<file path="src/pkg/swl_pkg.sv">
// Purpose: Shared constants and types for the single-wire link ends.
// Assumes: Master core clock 200 MHz; the bit clock is derived by a divider.
// Notes: Bit times are counted in core clock cycles.
package swl_pkg;
  localparam int unsigned CLK_PERIOD_PS = 5000;
  // Bit period and high-phase lengths in nanoseconds.
  localparam int unsigned BIT_TIME_NS = 100;
  localparam int unsigned HIGH_ONE_NS = 75;
  localparam int unsigned HIGH_ZERO_NS = 25;
  localparam int unsigned BIT_CYC = (BIT_TIME_NS * 1000) / CLK_PERIOD_PS;
  localparam int unsigned HIGH_ONE_CYC = (HIGH_ONE_NS * 1000) / CLK_PERIOD_PS;
  localparam int unsigned HIGH_ZERO_CYC = (HIGH_ZERO_NS * 1000 + CLK_PERIOD_PS - 1) / CLK_PERIOD_PS;
  localparam int unsigned CNT_W = 8;
  localparam int unsigned BYTE_W = 8;
  localparam int unsigned BIT_IDX_W = 3;
  localparam logic [BIT_IDX_W-1:0] MSB_IDX = 3'h7;
  localparam logic [BIT_IDX_W-1:0] LSB_IDX = 3'h0;
  localparam int unsigned FIFO_DEPTH = 8;
  // Slave wakeup prefix: idle-one pattern bits before each uplink byte.
  localparam logic [BIT_IDX_W-1:0] WAKE_BITS = 3'h2;
  localparam logic [BYTE_W-1:0] RESERVED_FILL = 8'h00;
  // Reference-clock counter width for recovering bits at the slave.
  localparam int unsigned MEAS_W = 8;
  typedef enum logic [1:0] {SWL_OFF, SWL_RESUME, SWL_RUN} swl_mstate_t;
  typedef enum logic [1:0] {SWL_U_IDLE, SWL_U_WAKE, SWL_U_DATA} swl_ustate_t;
endpackage

</file>
<file path="src/pkg/swl_if.sv">
// Purpose: Single wire between front-end master and card slave.
// Assumes: Master drives the voltage level, slave drives a current level.
// Notes: Both levels travel on separate nets; the bench models the wire.
`timescale 1ns/1ps
interface swl_if;
  logic downlink_voltage_signal;
  logic uplink_current_signal;
  modport frontend_master (output downlink_voltage_signal, input uplink_current_signal);
  modport card_slave (input downlink_voltage_signal, output uplink_current_signal);
endinterface

</file>
<file path="src/logic/swl_fifo.sv">
// Purpose: Small valid/ready FIFO.
// Assumes: One clock domain.
// Notes: Full and empty are exact.
`timescale 1ns/1ps
module swl_fifo #(
  parameter int unsigned WIDTH = 8,
  parameter int unsigned DEPTH = 8
) (
  input wire logic clk_i,
  input wire logic sys_rst_i,
  input wire logic in_valid_i,
  output logic in_ready_o,
  input wire logic [WIDTH-1:0] in_data_i,
  output logic out_valid_o,
  input wire logic out_ready_i,
  output logic [WIDTH-1:0] out_data_o
);
  localparam int unsigned AW = $clog2(DEPTH);
  logic [WIDTH-1:0] mem [DEPTH];
  logic [AW:0] wr_ptr, rd_ptr, next_wr_ptr, next_rd_ptr;
  logic do_wr, do_rd;
  logic next_ready;
  always_comb begin
    out_valid_o = wr_ptr != rd_ptr;
    out_data_o = mem[rd_ptr[AW-1:0]];
    do_wr = in_valid_i && in_ready_o;
    do_rd = out_valid_o && out_ready_i;
    next_wr_ptr = wr_ptr + (AW+1)'(do_wr);
    next_rd_ptr = rd_ptr + (AW+1)'(do_rd);
    // Ready is taken from the next fill level so that the port comes from a flip-flop.
    next_ready = (next_wr_ptr - next_rd_ptr) != (AW+1)'(DEPTH);
  end
  always_ff @(posedge clk_i or posedge sys_rst_i) begin
    if (sys_rst_i) begin
      wr_ptr <= '0;
      rd_ptr <= '0;
      in_ready_o <= 1'b0;
    end else begin
      wr_ptr <= next_wr_ptr;
      rd_ptr <= next_rd_ptr;
      in_ready_o <= next_ready;
    end
  end
  always_ff @(posedge clk_i) begin
    if (do_wr) begin
      mem[wr_ptr[AW-1:0]] <= in_data_i;
    end
  end
endmodule

</file>
<file path="src/logic/swl_master.sv">
// Purpose: Front-end master end of the single-wire link.
// Assumes: Core clock clk_i; the bit clock is made here by a divider.
// Notes: Operation
`timescale 1ns/1ps
module swl_master
  import swl_pkg::*;
(
  input wire logic clk_i,
  input wire logic sys_rst_i,
  input wire logic enable_i,
  input wire logic tx_valid_i,
  output logic tx_ready_o,
  input wire logic [swl_pkg::BYTE_W-1:0] tx_data_i,
  output logic rx_valid_o,
  output logic [swl_pkg::BYTE_W-1:0] rx_data_o,
  output logic active_o,
  swl_if.frontend_master link
);
  import swl_pkg::*;
  // only sys_rst_i resets this end
  ////////////////////////////////////////////////////////////////////////////
  // Transmit buffer.
  logic fifo_valid, fifo_pop;
  logic [BYTE_W-1:0] fifo_data;
  swl_fifo #(.WIDTH(BYTE_W), .DEPTH(FIFO_DEPTH)) u_fifo (
    .clk_i(clk_i),
    .sys_rst_i(sys_rst_i),
    .in_valid_i(tx_valid_i),
    .in_ready_o(tx_ready_o),
    .in_data_i(tx_data_i),
    .out_valid_o(fifo_valid),
    .out_ready_i(fifo_pop),
    .out_data_o(fifo_data)
  );
  ////////////////////////////////////////////////////////////////////////////
  // Bit timing and downlink state.
  swl_mstate_t state, next_state;
  logic [CNT_W-1:0] phase, next_phase;
  logic [BYTE_W-1:0] shreg, next_shreg;
  logic [BIT_IDX_W-1:0] bit_idx, next_bit_idx;
  logic in_frame, next_in_frame;
  logic cur_bit, next_cur_bit;
  logic s1, next_s1;
  logic up_smp, next_up_smp;
  logic [2:0] up_sync, next_up_sync;
  logic [BYTE_W-1:0] rx_sh, next_rx_sh;
  logic [BIT_IDX_W-1:0] rx_cnt, next_rx_cnt;
  logic rx_v, next_rx_v;
  logic [BYTE_W-1:0] rx_d, next_rx_d;
  logic act, next_act;
  logic bit_end;
  always_comb begin
    next_state = state;
    next_phase = phase;
    next_shreg = shreg;
    next_bit_idx = bit_idx;
    next_in_frame = in_frame;
    next_cur_bit = cur_bit;
    next_up_smp = up_smp;
    next_up_sync = {up_sync[1:0], link.uplink_current_signal};
    next_rx_sh = rx_sh;
    next_rx_cnt = rx_cnt;
    next_rx_v = 1'b0;
    next_rx_d = rx_d;
    next_act = act;
    fifo_pop = 1'b0;
    next_s1 = 1'b0;
    bit_end = phase == CNT_W'(BIT_CYC - 1);
    unique case (state)
      SWL_OFF: begin
        next_phase = '0;
        next_act = 1'b0;
        if (enable_i) begin
          next_state = SWL_RESUME;
          next_cur_bit = 1'b0;
        end
      end
      SWL_RESUME: begin
        next_phase = phase + CNT_W'(1);
        if (phase == CNT_W'(BIT_CYC - HIGH_ZERO_CYC - 1)) begin
          next_state = SWL_RUN;
          next_phase = '0;
          next_act = 1'b1;
          // The first bit opens with its full high phase as resume ends.
          next_s1 = 1'b1;
        end
      end
      SWL_RUN: begin
        next_phase = bit_end ? '0 : phase + CNT_W'(1);
        next_s1 = cur_bit ? (next_phase < CNT_W'(HIGH_ONE_CYC)) : (next_phase < CNT_W'(HIGH_ZERO_CYC));
        if (s1 && phase == CNT_W'(HIGH_ZERO_CYC - 1) && up_sync[1] == up_sync[2]) begin
          next_up_smp = up_sync[2];
        end
        if (bit_end) begin
          next_rx_sh = {rx_sh[BYTE_W-2:0], up_smp};
          next_rx_cnt = rx_cnt + BIT_IDX_W'(1);
          if (rx_cnt == MSB_IDX) begin
            next_rx_v = 1'b1;
            next_rx_d = {rx_sh[BYTE_W-2:0], up_smp};
          end
          if (in_frame && bit_idx != LSB_IDX) begin
            next_bit_idx = bit_idx - BIT_IDX_W'(1);
            next_cur_bit = shreg[bit_idx - BIT_IDX_W'(1)];
          end else if (fifo_valid) begin
            fifo_pop = 1'b1;
            next_in_frame = 1'b1;
            next_shreg = fifo_data;
            next_bit_idx = MSB_IDX;
            next_cur_bit = fifo_data[MSB_IDX];
          end else begin
            next_in_frame = 1'b0;
            next_cur_bit = 1'b0;
          end
        end
        if (!enable_i) begin
          next_state = SWL_OFF;
          next_s1 = 1'b0;
          next_in_frame = 1'b0;
        end
      end
      default: next_state = SWL_OFF;
    endcase
  end
  always_ff @(posedge clk_i or posedge sys_rst_i) begin
    if (sys_rst_i) begin
      state <= SWL_OFF;
      phase <= '0;
      shreg <= '0;
      bit_idx <= '0;
      in_frame <= 1'b0;
      cur_bit <= 1'b0;
      s1 <= 1'b0;
      up_smp <= 1'b0;
      up_sync <= '0;
      rx_sh <= '0;
      rx_cnt <= '0;
      rx_v <= 1'b0;
      rx_d <= '0;
      act <= 1'b0;
    end else begin
      state <= next_state;
      phase <= next_phase;
      shreg <= next_shreg;
      bit_idx <= next_bit_idx;
      in_frame <= next_in_frame;
      cur_bit <= next_cur_bit;
      s1 <= next_s1;
      up_smp <= next_up_smp;
      up_sync <= next_up_sync;
      rx_sh <= next_rx_sh;
      rx_cnt <= next_rx_cnt;
      rx_v <= next_rx_v;
      rx_d <= next_rx_d;
      act <= next_act;
    end
  end
  assign link.downlink_voltage_signal = s1;
  assign rx_valid_o = rx_v;
  assign rx_data_o = rx_d;
  assign active_o = act;
endmodule

</file>
<file path="src/flat_wrapper.sv">
// flat-port wrapper written by rule: the top's interface ports become plain ports
module swl_master_flat import swl_pkg::*;
  (clk_i, sys_rst_i, enable_i, tx_valid_i, tx_ready_o, tx_data_i, rx_valid_o, rx_data_o, active_o, link_downlink_voltage_signal, link_uplink_current_signal);
  swl_if link_i ();
  input wire logic clk_i;
  input wire logic sys_rst_i;
  input wire logic enable_i;
  input wire logic tx_valid_i;
  output logic tx_ready_o;
  input wire logic [swl_pkg::BYTE_W-1:0] tx_data_i;
  output logic rx_valid_o;
  output logic [swl_pkg::BYTE_W-1:0] rx_data_o;
  output logic active_o;
  output wire logic [$bits(link_i.downlink_voltage_signal)-1:0] link_downlink_voltage_signal;
  input wire logic [$bits(link_i.uplink_current_signal)-1:0] link_uplink_current_signal;
  assign link_downlink_voltage_signal = link_i.downlink_voltage_signal;
  assign link_i.uplink_current_signal = link_uplink_current_signal;
  swl_master u_core (.clk_i(clk_i), .sys_rst_i(sys_rst_i), .enable_i(enable_i), .tx_valid_i(tx_valid_i), .tx_ready_o(tx_ready_o), .tx_data_i(tx_data_i), .rx_valid_o(rx_valid_o), .rx_data_o(rx_data_o), .active_o(active_o), .link(link_i));
endmodule
</file>
<file path="config.mk">
export PLATFORM = sky130hd
export DESIGN_NAME = swl_master_flat
export DESIGN_NICKNAME = d
export VERILOG_FILES = /design/src/pkg/swl_pkg.sv /design/src/pkg/swl_if.sv /design/src/logic/swl_fifo.sv /design/src/logic/swl_master.sv /design/src/flat_wrapper.sv
export SDC_FILE = /design/constraint.sdc
export NUM_CORES = 1
export LEC_CHECK = 0
export BUFFER_PORTS_ARGS = -buffer_cell sky130_fd_sc_hd__buf_2
export CORE_ASPECT_RATIO = 1.2
export CORE_MARGIN = 5
export CORE_UTILIZATION = 50
export DETAILED_ROUTE_END_ITERATION = 8
export PLACE_DENSITY = 0.72
export SLEW_MARGIN = 5
export SYNTH_ARGS = -nofsm -noshare
export SYNTH_HDL_FRONTEND = slang
export SYNTH_SLANG_ARGS = --single-unit
</file>
<file path="constraint.sdc">
create_clock -name clk_i -period 3.26 [get_ports clk_i]
set_input_delay 0.326 -clock clk_i [delete_from_list [all_inputs] [get_ports clk_i]]
set_output_delay 0.326 -clock clk_i [all_outputs]
set_load 0.02 [all_outputs]
</file>
==> flow_metrics.py <==
metrics = {
    "synthesis": {
        "synth_area_per_cell_um2": 13.77,
        "synthFlopType": "edfxtp_1",
        "synth-edff-count": 64,
        "synth_nets": 430,
        "ys_types": 57,
        "synthesis.area_mm2": 0.005482,
        "synthCells": 398,
        "synthArstFlopShare_pct": 47.11,
        "seq_area_frac_synth_pct": 61.08,
        "yosysWarnings": 0,
        "netlist_top_cells_area": "edfxtp_1 35%, dfrtp_1 26%, mux4_2 7.4%, ha_1 4.3%, nand2_1 3.7%",
        "synth-seq-cells": 121,
        "synth_top_cell_by_area": "edfxtp_1",
        "synth.most_common_cell": "edfxtp_1",
        "synth_top_cell_area_share_pct": 35.06,
        "ys_top_cells_by_count": "64 x edfxtp_1, 57 x dfrtp_1, 54 x nand2_1",
    },
    "placed_design": {
        "gp_congestion": 0.8215,
        "io_buffers": 24,
        "dp_hpwl_mm": 6.579,
    },
    "detailed_routing": {
        "routed_via_density": 5.488,
        "finalWirelength_mm": 9.940,
        "vias": 3238,
        "detail_route.wl_per_cell_um": 16.85,
        "ant_nets": 0,
        "drcViolationCount": 0,
        "drt_iter0_drc": 95,
        "dr.pass1.iters": 4,
    },
    "global_route": {
        "grt_use_total_pct": 16.34,
        "antenna_found_initial": 0,
        "grt_pass1_wl_mm": 16.73,
        "grt_pass1_vias": 3419,
        "gr-total-overflow": 0,
        "grt_max_degree": 38,
    },
    "timing": {
        "slew_headroom_pct": 38.87,
        "fin_crit_ns": 3.053,
        "hold_viol": 0,
        "finalCritPeriodShare_pct": 93.65,
        "setup_violations": 0,
        "maxSlewViolCount": 0,
        "rsz0062_at_grt": "no",
        "max_freq_mhz": 327.5,
        "worst_pin_slew_ns": 0.9136,
        "finClkSkew_ns": 0.01060,
        "setup_tns_ns": 0,
    },
    "floorplan": {
        "io_pins": 25,
        "start_util_pct": 50.39,
        "fp.dieH_um": 124.7,
        "num_rows": 42,
        "fp.coreArea_mm2": 0.01088,
        "die_w_um": 105.6,
        "die-area_mm2": 0.01317,
    },
    "worst_setup_path": {
        "end_kind": "flip-flop",
        "crit_required_ns": 3.54,
        "critPathKind": "flip-flop to flip-flop",
        "startpoint_type": "flip-flop",
        "crit_fanout": 5,
        "crit_arrival_ns": 3.34,
    },
    "power": {
        "powerDensity_mw_per_mm2": 663.4,
        "ir_worst_vdd_v": 0.0005171,
        "leakage_uw": 0.002633,
        "power.total_uw": 4234,
    },
    "job": {
        "maxCapViolCount": 0,
    },
    "layout": {
        "nets": 477,
        "multi_input_area_mm2": 0.001972,
        "regArea_mm2": 0.003348,
        "area_growth_pct": 16.43,
        "drive_above_1_share_pct": 25.11,
        "antenna-diode-count": 0,
        "nFillCells": 860,
        "final_util_pct": 58.67,
    },
    "clock_tree": {
        "insertion_delay_ns": 0.41,
        "cts_sinks": 121,
        "hold_buffers": 0,
        "cts_buffer_depth": 2,
        "clk_root_buffer_cell": "clkbuf_16",
        "cts_max_level": 4,
        "cts_tree": "yes",
        "path_clk_slew_ns": 0.06,
        "cts_buffers": 17,
    },
    "status": {
        "status": "complete, no violations",
    },
    "min_path": {
        "holdCritPathClass": "primary input to flip-flop",
    },
}
## per-stage QoR
step / cell area (um^2) / setup WS, ns / hold slack, ns / instances
6_report: 6382 / 0.2069 / 0.02477 / 590
5_1_grt: 6382 / 0.007124 / 0.008965 / 590
3_5_place_dp: 5796 / 0.1391 / 0.3380 / 556
4_1_cts: 6362 / 0.1137 / 0.006911 / 588
2_1_floorplan: 5482 / 0.07594 / 0.3312 / 398
3_3_place_gp: 5796 / 0.2440 / 0.3456 / 556
## routing by layer
layer  vias up  GRT usage [%]  wire (um)
met5         -              0          0
li1       1554              -          -
met3        22          4.614        327
met1      1602          19.88       4281
met2        60          26.99       5108
met4         0          7.317        222
## flip-flops by register name, summed over array words and instances, names as in the netlist
register,cells
u_core.u_fifo.wr_ptr,4
u_core.rx_sh,7
u_core.state,2
u_core.phase,8
u_core.in_frame,1
u_core.bit_idx,3
u_core.rx_data_o,8
u_core.u_fifo.mem,64
u_core.link.downlink_voltage_signal,1
u_core.rx_cnt,3
u_core.u_fifo.rd_ptr,4
u_core.shreg,8
u_core.up_sync,3
u_core.up_smp,1
u_core.active_o,1
u_core.u_fifo.in_ready_o,1
u_core.rx_valid_o,1
u_core.cur_bit,1
## kinds of logic after synthesis
family,share of synthesized area [%]
DFF,61.08
and+or+nand+nor,11.12
AOI/OAI and AO/OA,6.392
muxes,11.87
buffers and inverters,3.127
adders and majority gates,4.337
xor gates and xnor gates,2.077
## worst paths after layout
kind,slack [ns],startpoint,to,cells after the start
max,0.21,u_core.state[0],u_core.u_fifo.in_ready_o,14
min,0.02,link_uplink_current_signal,u_core.up_sync[0],1
max reg2reg,0.21,u_core.state[0],u_core.u_fifo.in_ready_o,14
min reg2reg,0.36,u_core.up_sync[0],u_core.up_sync[1],0
max in group asynchronous,2.46,sys_rst_i,u_core.rx_data_o[3],3
min in group asynchronous,0.05,sys_rst_i,u_core.u_fifo.wr_ptr[2],2
## report_power, final
| part | total, uW | leakage [uW] | internal (uW) | switching [uW] |
|---|---|---|---|---|
| logic | 599 | 0.00102 | 231 | 368 |
| registers | 1860 | 0.00135 | 1790 | 70.1 |
| clock network | 1770 | 0.000262 | 1060 | 711 |
## worst max-delay path, stage by stage (launching register included)
cell and delay (ns):
dfrtp_1 0.42, inv_1 0.10, ha_1 0.18, nor4b_4 0.29
and2_4 0.21, nand3b_2 0.08, inv_1 0.07, ha_1 0.16
ha_1 0.24, inv_1 0.06, ha_1 0.26, a21oi_2 0.16
or4bb_1 0.50, a21oi_1 0.15, a31oi_1 0.05
## layout make-up
cell class	instances	share of cell area [%]
Inverter	18	1.059
Sequential cell	121	52.46
Tap cell	132	2.588
Clock buffer	17	6.665
Timing Repair Buffer	43	4.117
Multi-Input combinational cell	244	30.90
Clock inverter	15	2.215
## cells in the final DEF, fill, tap and decap left out, types with 3 or more instances in the layout
master and n:
nor3_1 4, nand2b_1 6, xor2_1 6, o21ai_0 14
clkbuf_16 17, nand2_1 54, inv_1 17, a21oi_1 18
nand3_1 6, buf_2 24, a21o_1 3, mux2i_1 8
dfrtp_1 57, ha_1 19, mux2_4 8, clkinvlp_4 5
xnor2_1 7, nor2b_1 3, buf_4 19, nand4_1 3
mux4_2 18, edfxtp_1 64, a31oi_1 5, inv_6 7
or3_1 4, nor2_1 18, mux2_2 4
## repair_timing
action | CTS | global route
buffers inserted | 0 | 2
endpoints found under the setup margin | 0 | 1
gates resized for setup | 0 | 2
No activity file was read; power rests on OpenSTA's default activity.
